<file path="src/cac_map.svh">
// register offsets, field positions, reset values and codes of the counter array
`ifndef CAC_MAP_SVH
`define CAC_MAP_SVH
// register offsets on the special function register port
`define CAC_STATUS_ADDR 8'hA5
`define CAC_CTRL1_ADDR 8'hBC
// per-channel blocks: base plus channel number 0..5
`define CAC_MODE_BASE 8'hC0
`define CAC_CMPL_BASE 8'hC8
`define CAC_CMPH_BASE 8'hD0
// reset values
`define CAC_STATUS_RST 8'h00
`define CAC_CTRL_RST 8'h00
`define CAC_MODE_RST 8'h00
`define CAC_CMP_RST 8'h00
// control fields
`define CAC_CTRL_RUN 6
`define CAC_CTRL_OVF_IE 5
`define CAC_CTRL_IDLE 4
`define CAC_CTRL_WIDE 2
`define CAC_CTRL_WMASK 8'h77
// status fields
`define CAC_ST_SECOND_ROLLOVER_FLAG 7
`define CAC_ST_FIRST_ROLLOVER_FLAG 3
`define CAC_ST_OVF_MASK 8'h88
// clock select codes
`define CAC_CLK_PRESCALE 2'h0
`define CAC_CLK_TIMER0 2'h1
`define CAC_CLK_EXT 2'h2
// pwm field codes
`define CAC_PWM_OFF 2'h0
`define CAC_PWM_FIX8 2'h1
`define CAC_PWM_PROG8 2'h2
`define CAC_PWM_WIDE 2'h3
// counter tops for the two widths
`define CAC_TOP16 16'hFFFF
`define CAC_TOP10 16'h03FF
`endif

</file>
<file path="src/cac_pkg.sv">
// types shared by the counter array control and its channels
package cac_pkg;
  // channel mode register layout, bit 7 first
  typedef struct packed {
    logic irq_enable;    // channel_irq_enable
    logic comp_enable;   // comparator enable
    logic rise_cap;      // rising_capture_enable
    logic fall_cap;      // falling_capture_enable
    logic match;         // match sets event flag
    logic toggle;        // invert pin on match
    logic [1:0] pwm;     // pwm variant
  } cac_mode_t;
  // counter control register layout, bit 7 first
  typedef struct packed {
    logic rsv7;          // reserved
    logic counter_run;
    logic overflow_irq_enable;
    logic idle_freeze;
    logic rsv3;          // reserved
    logic wide_pwm_select;
    logic [1:0] clk_sel;
  } cac_ctrl_t;
  // counter view handed to a channel
  typedef struct packed {
    logic [15:0] count;  // counter value after the step
    logic step;          // counter moved last cycle
    logic rollover;      // counter wrapped last cycle
    logic wide;          // 10-bit pwm selected
  } cac_cnt_t;
  // channel events back to the register side
  typedef struct packed {
    logic event_hit;     // match or capture event
    logic capture;       // capture the counter now
  } cac_evt_t;
endpackage : cac_pkg

</file>
<file path="src/cac_channel.sv">
// one capture/compare/pwm channel of the counter array
`include "cac_map.svh"
module cac_channel
  import cac_pkg::*;
(
  input wire logic sys_clk,       // cpu clock
  input wire logic reset,         // async reset, high
  input cac_mode_t mode,          // channel mode register
  input wire logic [15:0] compare,// compare value
  input cac_cnt_t cnt,            // counter view
  input wire logic pin_in,        // channel_pin level, async
  output cac_evt_t evt,           // registered events
  output logic pin_out,           // channel_pin drive level
  output logic pin_oe             // channel_pin drive enable
);
  logic pin_s1; // first sync stage, read by pin_s2 only
  logic pin_s2; // synchronised pin
  logic pin_prev; // previous synchronised level
  logic rise; // rising edge seen
  logic fall; // falling edge seen
  logic match_hit; // comparator equal on a counter step
  logic pwm_ge; // counter at or above duty threshold
  logic pwm_restart; // period end for pwm

  // pin synchroniser and edge history
  always_ff @(posedge sys_clk or posedge reset)
    if (reset)
    begin
      pin_s1 <= 1'b0;
      pin_s2 <= 1'b0;
      pin_prev <= 1'b0;
    end
    else
    begin
      pin_s1 <= pin_in;
      pin_s2 <= pin_s1;
      pin_prev <= pin_s2;
    end

  assign rise = pin_s2 & ~pin_prev;
  assign fall = ~pin_s2 & pin_prev;
  // comparator only fires while enabled, so a low-byte write mutes it
  assign match_hit = cnt.step & mode.comp_enable & (cnt.count == compare);

  // duty compare: 8-bit variants use the low counter byte against the high byte
  always_comb
  begin
    pwm_ge = 1'b0;
    pwm_restart = cnt.rollover;
    if (mode.pwm == `CAC_PWM_WIDE)
    begin
      if (cnt.wide)
        pwm_ge = cnt.count[9:0] >= compare[9:0];
      else
        pwm_ge = cnt.count >= compare;
    end
    else
    begin
      pwm_ge = cnt.count[7:0] >= compare[15:8];
      pwm_restart = cnt.step & (cnt.count[7:0] == 8'h00);
    end
  end

  // event pulses: capture on chosen edges, match when enabled
  always_ff @(posedge sys_clk or posedge reset)
    if (reset)
      evt <= '0;
    else
    begin
      evt.capture <= (mode.rise_cap & rise) | (mode.fall_cap & fall);
      evt.event_hit <= (mode.rise_cap & rise) | (mode.fall_cap & fall)
                       | (match_hit & mode.match);
    end

  // pin drive: pwm has priority, else toggle on match
  always_ff @(posedge sys_clk or posedge reset)
    if (reset)
    begin
      pin_out <= 1'b0;
      pin_oe <= 1'b0;
    end
    else
    begin
      pin_oe <= (mode.pwm != `CAC_PWM_OFF) | (mode.toggle & mode.match);
      if (mode.pwm != `CAC_PWM_OFF)
      begin
        // high at threshold, low at wrap
        if (pwm_restart | ~mode.comp_enable)
          pin_out <= 1'b0;
        else if (cnt.step & pwm_ge)
          pin_out <= 1'b1;
      end
      else if (mode.toggle & mode.match & match_hit)
        pin_out <= ~pin_out;
    end
endmodule : cac_channel

</file>
<file path="src/cac_counter_array.sv">
// control, status and channel mode logic of the two-counter array
`include "cac_map.svh"
module cac_counter_array
  import cac_pkg::*;
#(
  parameter int CHANNELS = 6,      // channel count, three per counter
  parameter int COUNTERS = 2       // counter count
)
(
  input wire logic sys_clk,              // cpu clock, 10 MHz
  input wire logic reset,                // async reset, high
  input wire logic [7:0] sfr_addr,       // register address
  input wire logic [7:0] sfr_wdata,      // write data
  input wire logic sfr_wr,               // write strobe, one cycle
  input wire logic sfr_rd,               // read strobe, one cycle
  output logic [7:0] sfr_rdata,          // read data, held
  input wire logic [7:0] first_control,  // first counter control value
  input wire logic cpu_idle,             // cpu in idle mode
  input wire logic [1:0] prescale_tick,  // prescaler pulse per counter
  input wire logic timer0_overflow,      // timer 0 overflow pulse
  input wire logic [1:0] ext_clk_pin,    // external clock pins, async
  input wire logic [5:0] channel_pin_in, // channel pin levels, async
  output logic [5:0] channel_pin_out,    // channel pin drive levels
  output logic [5:0] channel_pin_oe,     // channel pin drive enables
  output logic irq                       // combined interrupt request
);
  // second counter control register
  cac_ctrl_t ctrl1;
  // control views of both counters
  cac_ctrl_t ctrl [COUNTERS];
  // status flags register
  logic [7:0] status;
  // hardware set requests into the status register
  logic [7:0] status_set;
  // per-channel mode, compare bytes and events
  cac_mode_t mode [CHANNELS];
  logic [7:0] cmp_lo [CHANNELS];
  logic [7:0] cmp_hi [CHANNELS];
  cac_evt_t evt [CHANNELS];
  // counter views handed to the channels
  cac_cnt_t cnt_view [COUNTERS];
  // interrupt enables lined up with status bits
  logic [7:0] irq_mask;
  // combinational read mux
  logic [7:0] next_rdata;
  // per-channel status bit positions: 0,1,2 then 4,5,6
  logic [7:0] chan_set;

  assign ctrl[0] = cac_ctrl_t'(first_control & `CAC_CTRL_WMASK);
  assign ctrl[1] = ctrl1;

  // second counter control register: reserved bits never stored
  always_ff @(posedge sys_clk or posedge reset)
    if (reset)
      ctrl1 <= cac_ctrl_t'(`CAC_CTRL_RST);
    else if (sfr_wr && sfr_addr == `CAC_CTRL1_ADDR)
      ctrl1 <= cac_ctrl_t'(sfr_wdata & `CAC_CTRL_WMASK);

  // counters, one generate entry each
  genvar k;
  generate
    for (k = 0; k < COUNTERS; k++)
    begin : g_cnt
      logic ext_s1;        // first sync stage, read by ext_s2 only
      logic ext_s2;        // synchronised external clock
      logic ext_prev;      // previous level for edge detect
      logic src_tick;      // selected clock source pulse
      logic cnt_en;        // counter advances this cycle
      logic [15:0] count;  // counter value
      logic [15:0] top;    // wrap value for selected width
      logic step_q;        // counter moved last cycle
      logic wrap_q;        // counter wrapped last cycle

      // external clock pin sync; a rate up to a quarter of the
      // cpu clock keeps every edge visible through two stages
      always_ff @(posedge sys_clk or posedge reset)
        if (reset)
        begin
          ext_s1 <= 1'b0;
          ext_s2 <= 1'b0;
          ext_prev <= 1'b0;
        end
        else
        begin
          ext_s1 <= ext_clk_pin[k];
          ext_s2 <= ext_s1;
          ext_prev <= ext_s2;
        end

      // clock source select
      always_comb
      begin
        if (ctrl[k].clk_sel == `CAC_CLK_PRESCALE)
          src_tick = prescale_tick[k];
        else if (ctrl[k].clk_sel == `CAC_CLK_TIMER0)
          src_tick = timer0_overflow;
        else if (ctrl[k].clk_sel == `CAC_CLK_EXT)
          src_tick = ext_s2 & ~ext_prev;
        else
          src_tick = 1'b0; // unused code stops the counter
      end

      assign cnt_en = ctrl[k].counter_run & src_tick
                      & ~(ctrl[k].idle_freeze & cpu_idle);
      assign top = ctrl[k].wide_pwm_select ? `CAC_TOP10 : `CAC_TOP16;

      // counter with wrap at the selected top
      always_ff @(posedge sys_clk or posedge reset)
        if (reset)
        begin
          count <= 16'h0000;
          step_q <= 1'b0;
          wrap_q <= 1'b0;
        end
        else
        begin
          step_q <= cnt_en;
          wrap_q <= cnt_en & (count == top);
          if (cnt_en)
            count <= (count == top) ? 16'h0000 : count + 16'h0001;
        end

      // channels see the value after the step plus the pulses
      assign cnt_view[k] = '{count: count, step: step_q, rollover: wrap_q,
                             wide: ctrl[k].wide_pwm_select};
    end
  endgenerate

  // channels: mode and compare registers plus the channel logic
  genvar n;
  generate
    for (n = 0; n < CHANNELS; n++)
    begin : g_ch
      // counter that owns this channel
      localparam int OWNER = n / 3;
      logic low_wr;   // compare low byte written
      logic high_wr;  // compare high byte written
      logic mode_wr;  // mode register written

      assign mode_wr = sfr_wr && sfr_addr == `CAC_MODE_BASE + 8'(n);
      assign low_wr = sfr_wr && sfr_addr == `CAC_CMPL_BASE + 8'(n);
      assign high_wr = sfr_wr && sfr_addr == `CAC_CMPH_BASE + 8'(n);

      // mode register; compare byte writes steer the comparator enable
      always_ff @(posedge sys_clk or posedge reset)
        if (reset)
          mode[n] <= cac_mode_t'(`CAC_MODE_RST);
        else if (mode_wr)
          mode[n] <= cac_mode_t'(sfr_wdata);
        else if (low_wr)
          mode[n].comp_enable <= 1'b0;
        else if (high_wr)
          mode[n].comp_enable <= 1'b1;

      // compare bytes; a capture overwrites both with the counter,
      // and a software write in the same cycle loses to it
      always_ff @(posedge sys_clk or posedge reset)
        if (reset)
        begin
          cmp_lo[n] <= `CAC_CMP_RST;
          cmp_hi[n] <= `CAC_CMP_RST;
        end
        else if (evt[n].capture)
        begin
          cmp_lo[n] <= cnt_view[OWNER].count[7:0];
          cmp_hi[n] <= cnt_view[OWNER].count[15:8];
        end
        else
        begin
          if (low_wr)
            cmp_lo[n] <= sfr_wdata;
          if (high_wr)
            cmp_hi[n] <= sfr_wdata;
        end

      // channel logic
      cac_channel u_channel (
        .sys_clk(sys_clk),
        .reset(reset),
        .mode(mode[n]),
        .compare({cmp_hi[n], cmp_lo[n]}),
        .cnt(cnt_view[OWNER]),
        .pin_in(channel_pin_in[n]),
        .evt(evt[n]),
        .pin_out(channel_pin_out[n]),
        .pin_oe(channel_pin_oe[n])
      );

      assign chan_set[n < 3 ? n : n + 1] = evt[n].event_hit;
      assign irq_mask[n < 3 ? n : n + 1] = mode[n].irq_enable;
    end
  endgenerate

  // overflow flags sit at bits 3 and 7
  assign chan_set[`CAC_ST_FIRST_ROLLOVER_FLAG] = 1'b0;
  assign chan_set[`CAC_ST_SECOND_ROLLOVER_FLAG] = 1'b0;
  assign status_set = chan_set
                      | ({7'h00, cnt_view[0].rollover} << `CAC_ST_FIRST_ROLLOVER_FLAG)
                      | ({7'h00, cnt_view[1].rollover} << `CAC_ST_SECOND_ROLLOVER_FLAG);
  assign irq_mask[`CAC_ST_FIRST_ROLLOVER_FLAG] = ctrl[0].overflow_irq_enable;
  assign irq_mask[`CAC_ST_SECOND_ROLLOVER_FLAG] = ctrl[1].overflow_irq_enable;

  // status flags: a hardware set in the same cycle as a clearing
  // write wins, so no event is lost while software services another
  always_ff @(posedge sys_clk or posedge reset)
    if (reset)
      status <= `CAC_STATUS_RST;
    else if (sfr_wr && sfr_addr == `CAC_STATUS_ADDR)
      status <= (status & sfr_wdata) | (sfr_wdata & `CAC_ST_OVF_MASK)
                | status_set;
    else
      status <= status | status_set;

  // combined request, registered so the output comes from a flop
  always_ff @(posedge sys_clk or posedge reset)
    if (reset)
      irq <= 1'b0;
    else
      irq <= |(status & irq_mask);

  // read decode; unmapped addresses return zero
  always_comb
  begin
    next_rdata = 8'h00;
    if (sfr_addr == `CAC_STATUS_ADDR)
      next_rdata = status;
    else if (sfr_addr == `CAC_CTRL1_ADDR)
      next_rdata = ctrl1 & `CAC_CTRL_WMASK;
    else
    begin
      for (int i = 0; i < CHANNELS; i++)
      begin
        if (sfr_addr == `CAC_MODE_BASE + 8'(i))
          next_rdata = mode[i];
        else if (sfr_addr == `CAC_CMPL_BASE + 8'(i))
          next_rdata = cmp_lo[i];
        else if (sfr_addr == `CAC_CMPH_BASE + 8'(i))
          next_rdata = cmp_hi[i];
      end
    end
  end

  // read data captured on the read strobe and held until the next
  always_ff @(posedge sys_clk or posedge reset)
    if (reset)
      sfr_rdata <= 8'h00;
    else if (sfr_rd)
      sfr_rdata <= next_rdata;
endmodule : cac_counter_array

</file>
<file path="config.mk">
export PLATFORM = sky130hd
export DESIGN_NAME = cac_counter_array
export DESIGN_NICKNAME = d
export VERILOG_FILES = /design/src/cac_pkg.sv /design/src/cac_channel.sv /design/src/cac_counter_array.sv
export VERILOG_INCLUDE_DIRS = /design/src
export SDC_FILE = /design/constraint.sdc
export NUM_CORES = 1
export LEC_CHECK = 0
export ABC_AREA = 1
export BUFFER_PORTS_ARGS = -buffer_cell sky130_fd_sc_hd__buf_2
export CAP_MARGIN = 0
export CORE_UTILIZATION = 59
export DETAILED_ROUTE_END_ITERATION = 12
export PLACE_DENSITY_LB_ADDON = 0.08
export SLEW_MARGIN = 10
export SYNTH_ARGS = -nofsm -noshare
export SYNTH_HDL_FRONTEND = slang
export SYNTH_SLANG_ARGS = --single-unit
</file>
<file path="constraint.sdc">
create_clock -name sys_clk -period 13.8 [get_ports sys_clk]
set_input_delay 2.76 -clock sys_clk [delete_from_list [all_inputs] [get_ports sys_clk]]
set_output_delay 2.76 -clock sys_clk [all_outputs]
set_load 0.01 [all_outputs]
</file>
* Word-level counts from Yosys, hierarchy flattened
Cells that the tools add are included.
** Word-level totals
- Memory bits (writable) :: 0
- Output and inout port bits :: 21
- Bits in read-only memories :: 0
- Word-level logic and storage cells :: 487
- Register bits :: 251
- Memories :: 0
- Input port bits :: 40
- Latch bits :: 0
** Cells by class
- Multiply operators :: 0
- Shift-type cells :: 0
- Reductions and logical operators :: 61
- Magnitude comparators :: 18
- Div/mod/pow operators :: 0
- Add/sub/neg operators :: 2
- Eq/ne operators :: 44
- Muxes and demuxes :: 115
- Bitwise gates (word level) :: 131
** Operators with widths (count)
- $mux W8 :: 45
- $eq A8 B8 Y1 const B :: 20
- $eq A16 B16 Y1 :: 8
- $ge A16 B16 Y1 :: 6
- $and A1 B1 Y1 :: 72
- $mux W1 :: 66
- $mux W16 :: 4
- $ge A10 B10 Y1 :: 6
- $ge A8 B8 Y1 :: 6
- $reduce_bool A2 Y1 :: 24
- $add A16 B1 Y16 const B :: 2
- $not A1 Y1 :: 28
- $or A1 B1 Y1 :: 24
- $or A8 B8 Y8 :: 3
- $logic_and A1 B1 Y1 :: 20
- $ne A3 B3 Y1 const B :: 6
- $reduce_bool A3 Y1 :: 6
- $and A8 B8 Y8 :: 2
- $eq A2 B2 Y1 const B :: 8
- $logic_not A8 Y1 :: 2
- $reduce_and A2 Y1 :: 6
- $or A7 B8 Y8 :: 1
- $reduce_or A8 Y1 :: 1
- $or A7 B4 Y7 :: 1
- other kinds (2) :: 4

* Longest topological paths before layout
- Depth after elaboration :: 21
- Mapped depth :: 17
- Mapped depth without buffers :: 17

* By module
A second synthesis with hierarchy kept.
** Second synthesis, totals
- Cell total of the unflattened synthesis :: 2260
- Area, all modules :: 16393.2 µm²
** By module, submodules not included
- cac_counter_array :: cells an instance 1350, seq. area each 5230.0 µm², times used 1, area each 10377.5 µm²
- cac_channel (g_ch[0].u_channel ...) :: cells an instance 152, seq. area each 175.2 µm², times used 5, area each 1003.5 µm²
- cac_channel (g_ch[4].u_channel) :: cells an instance 150, seq. area each 175.2 µm², times used 1, area each 998.5 µm²

* Worst setup path after synthesis
No wires, ideal clock.
- Path type :: input-to-reg
- Start :: input sfr_addr[5]
- End :: register cmp_hi[16] in the netlist's numbering
- Library setup time :: 143 ps
- Arrival time :: 4038 ps
- Required time :: 13657 ps
- Cell stages on the path :: 11
- Buffers on the path :: 1
- Setup slack :: 9619 ps
- Path through :: inv_1 > nand2_1 > nor2_2 > buf_4 > inv_2 > nor3_4 > nand2_1 > nand2_1 > inv_1 > nand2_1 > o221ai_1
** On the way
- Cells in the longest elaborated chain, start to end :: 3
** Ends and longest elaborated chain
- start, declared :: line cac_counter_array.sv:12 : input wire logic [7:0] sfr_addr,
- $eq A8 B8 Y1 :: line cac_counter_array.sv:142 : assign high_wr = sfr_wr && sfr_addr == `CAC_CMPH_BASE + 8'(n);
- $logic_and A1 B1 Y1 :: line cac_counter_array.sv:142
- $reduce_bool A2 Y1 (no source line)
- end signal, assigned by index :: line cac_counter_array.sv:161 : cmp_hi[n] <= `CAC_CMP_RST;
- end signal, assigned by index :: line cac_counter_array.sv:166 : cmp_hi[n] <= cnt_view[OWNER].count[15:8];
- end signal, assigned by index :: line cac_counter_array.sv:173 : cmp_hi[n] <= sfr_wdata;
- end, declared :: line cac_counter_array.sv:38 : logic [7:0] cmp_hi [CHANNELS];
Every way passes these cells.
A chain may end at the register's enable or synchronous reset.

* Worst setup path after layout
- Start :: input sfr_addr[5]
- End :: register, netlist name mode[6]
** On the way
- Cells in the longest elaborated chain, start to end :: 4
- Elaborated cells on any way between the ends :: 9
- Those cells by class :: 3 x eq/ne; 2 x mux; 4 x reduce/logical
** Ends and longest elaborated chain
- $eq A8 B8 Y1 :: line cac_counter_array.sv:141 : assign low_wr = sfr_wr && sfr_addr == `CAC_CMPL_BASE + 8'(n);
- $logic_and A1 B1 Y1 :: line cac_counter_array.sv:141
- $mux W1 :: line cac_counter_array.sv:150 : else if (low_wr)
- $mux W1 :: line cac_counter_array.sv:148 : else if (mode_wr)
Several ways; a longest one is shown, not always the timed one.

==> results.py <==
metrics = {
    "clock_network": {
        "clock-sinks": 251,
        "clk_path_buf_depth": 3,
        "root_buffer": "clkbuf_16",
        "cts_setup_buffers": 0,
        "holdBufCountCts": 0,
        "cts_tree": "yes",
        "path_clk_slew_ns": 0.06,
        "cts_buffers": 29,
        "cts_resized": 0,
        "htreeDepth": 1,
        "clk_latency_ns": 0.56,
    },
    "global_route": {
        "grt_start_max_net_pins": 118,
        "grt_first_pass_wirelength_um": 74300,
        "grt_remaining_overflow": 0,
        "grtUsageTotal_pct": 36.3,
        "antenna_found_initial": 0,
        "grt_pass1_vias": 13400,
    },
    "logic_synthesis": {
        "ys_warn_count": 0,
        "synth.yosys.seq_area_share_pct": 40.0,
        "synth-edff-count": 0,
        "avgSynthCellArea_um2": 7.80,
        "ys_ff_latch": 251,
        "synth_ff_type": "dfrtp_1",
        "netlist_area_um2": 15700,
        "synthArstFlopShare_pct": 100,
        "synth_fp_nets": 2200,
        "ys_types": 50,
        "syn_inst": 2012,
    },
    "worst_hold_path": {
        "hold_class": "reg2reg",
    },
    "pwr": {
        "vdd_drop_max_mv": 0.140,
        "power.leakage_nw": 8.44,
        "power.density_nw_per_um2": 163,
    },
    "drt": {
        "drt-initial-drc-count": 1421,
        "routedWlPerCell_um": 20.3,
        "ant_nets": 0,
        "drc": 0,
        "vias": 14400,
        "wirelength_um": 48700,
        "firstDrtPassIters": 6,
        "viasPerCell": 5.99,
    },
    "floorplanning": {
        "rows": 59,
        "core_um2": 26100,
        "io_pins": 61,
        "dieWidth_um": 165,
        "die_area_um2": 27300,
        "die_height_um": 165,
        "start_util_pct": 60.2,
    },
    "setup_path": {
        "cp_slowest_cell": "nor2_1",
        "path_max_fanout": 25,
        "crit_path_frequent_cell": "nand2_1",
        "crit_path_start_kind": "input pin",
        "crit_chain": "buf_2 > inv_1 > nand2_1 > nor2_4 > inv_2 > nor2_1 > nand2_1 > o211ai_1 > o21ai_0",
        "path_buf_inv": 3,
        "worstPathArrival_ns": 5.25,
        "max_stage_delay_ns": 0.64,
        "worstSetupEndpointType": "flip-flop",
        "crit_type": "in2reg",
        "rrSetupSlack_ns": 11.09,
        "required_ns": 14.20,
        "critPathTopFamily": "simple AND/OR/NAND/NOR gates",
    },
    "timing": {
        "fin_tns_setup_ns": 0,
        "hold_viol_final": 0,
        "clock_skew_ns": 0.0115,
        "finalMaxSlewViolations": 0,
        "post-route-period-util_pct": 35.2,
        "min_period_ns": 4.85,
        "worstMarginPinSlew_ns": 1.14,
        "grt_setup_unrepaired": "no",
        "slew_headroom_pct": 23.4,
        "fmax_ghz": 0.206,
        "setup_viol": 0,
    },
    "cells_and_area": {
        "layoutNonFillerInstCount": 2404,
        "drive_gt1_share_pct": 6.91,
        "area_growth_pct": 9.65,
        "final_common_cell": "nand2_1",
        "num_antenna_cells": 0,
        "fillers": 2314,
        "layout_common_cells": "389 x nand2_1, 294 x inv_1, 251 x dfrtp_1",
        "fin_nets": 2236,
    },
    "place": {
        "port_buffers": 58,
        "gp_congestion": 0.956,
        "placed_cells": 2352,
        "dp.final_hpwl_um": 36000,
    },
    "flow_run": {
        "max_cap_viol_count": 0,
    },
    "status": {
        "outcome": "finished, final reports clean",
    },
}
-- worst paths after layout --
check / start / end / depth (start not counted)
setup reg to reg: g_cnt[0].count[0] / g_ch[0].u_channel.pin_out / 10
min in group asynchronous: reset / g_cnt[1].count[2] / 2
setup / recovery: sfr_addr[5] / mode[6] / 9
hold reg to reg: g_ch[1].u_channel.pin_s1 / g_ch[1].u_channel.pin_s2 / 0
max in group asynchronous: reset / irq_mask[5] / 4
hold / removal: g_ch[1].u_channel.pin_s1 / g_ch[1].u_channel.pin_s2 / 0
-- power by group --
part / internal [W] / switching, W / total, W
clock: 0.000524 / 0.000313 / 0.000837
combinational: 0.000361 / 0.000538 / 0.000899
sequential: 0.000881 / 0.000190 / 0.00107
total: 0.00177 / 0.00104 / 0.00281
-- final cells by class --
| class | instances | area, um^2 | share of cell area [%] |
|---|---|---|---|
| Clock buffer | 41 | 861 | 5.00 |
| Tap cell | 335 | 419 | 2.44 |
| Sequential cell | 251 | 6280 | 36.5 |
| Timing Repair Buffer | 63 | 328 | 1.90 |
| Clock inverter | 11 | 183 | 1.06 |
| Multi-Input combinational cell | 1395 | 7980 | 46.3 |
| Inverter | 308 | 1160 | 6.76 |
-- sequential cells by signal (all words and copies together) (netlist names), 5 cells and up --
signal	cells
cmp_hi	48
ctrl	5
irq_mask	6
cmp_lo	48
g_cnt.count	32
g_ch.u_channel.pin_oe	6
status	8
g_ch.u_channel.pin_s1	6
g_ch.u_channel.pin_prev	6
g_ch.u_channel.pin_out	6
g_ch.u_channel.pin_s2	6
g_ch.u_channel.evt	12
sfr_rdata	8
mode	42
-- cell usage after synthesis (all sizes together) (39+ instances only) --
library cell / instances / share of area (%)
nand2: 390 / 9.3
inv: 303 / 7.2
dfrtp: 251 / 40
o21ai: 209 / 6.7
nor2: 204 / 5.2
ha: 148 / 12
a21oi: 101 / 3.2
nand3: 74 / 2.4
a22oi: 61 / 2.9
nand4: 52 / 2.1
clkbuf: 39 / 0.93
nor3: 39 / 1.5
-- routing by layer --
| metal | GRT usage [%] | wire, um | up-vias |
|---|---|---|---|
| met1 | 46.6 | 19700 | 6780 |
| li1 | - | - | 6855 |
| met2 | 59.4 | 22700 | 617 |
| met4 | 18.4 | 2740 | 0 |
| met5 | 0 | 0 | - |
| met3 | 5.54 | 3510 | 156 |
-- kinds of logic after synthesis --
| group | after synthesis | synth area share, % |
|---|---|---|
| compound gates | 465 | 17.6 |
| xor+xnor | 2 | 0.112 |
| fa+ha+maj | 148 | 11.8 |
| buf+inv | 366 | 9.17 |
| flops | 251 | 40.0 |
| simple gates | 780 | 21.3 |
-- through the flow --
step / utilization [%] / power (W) / worst slack [ns] / hold WS [ns] / cell area (um^2)
after floorplan: - / 0.00167 / 4.14 / 0.331 / 15700
after global placement: 62.0 / 0.00190 / 8.51 / 0.334 / 16200
after detailed placement: 62.0 / 0.00195 / 8.48 / 0.335 / 16200
after CTS: 66.1 / 0.00280 / 9.02 / 0.347 / 17200
after global routing: 66.1 / 0.00300 / 8.71 / 0.359 / 17200
final: 66.1 / 0.00281 / 8.95 / 0.347 / 17200
(Power assumes the default switching activity.)
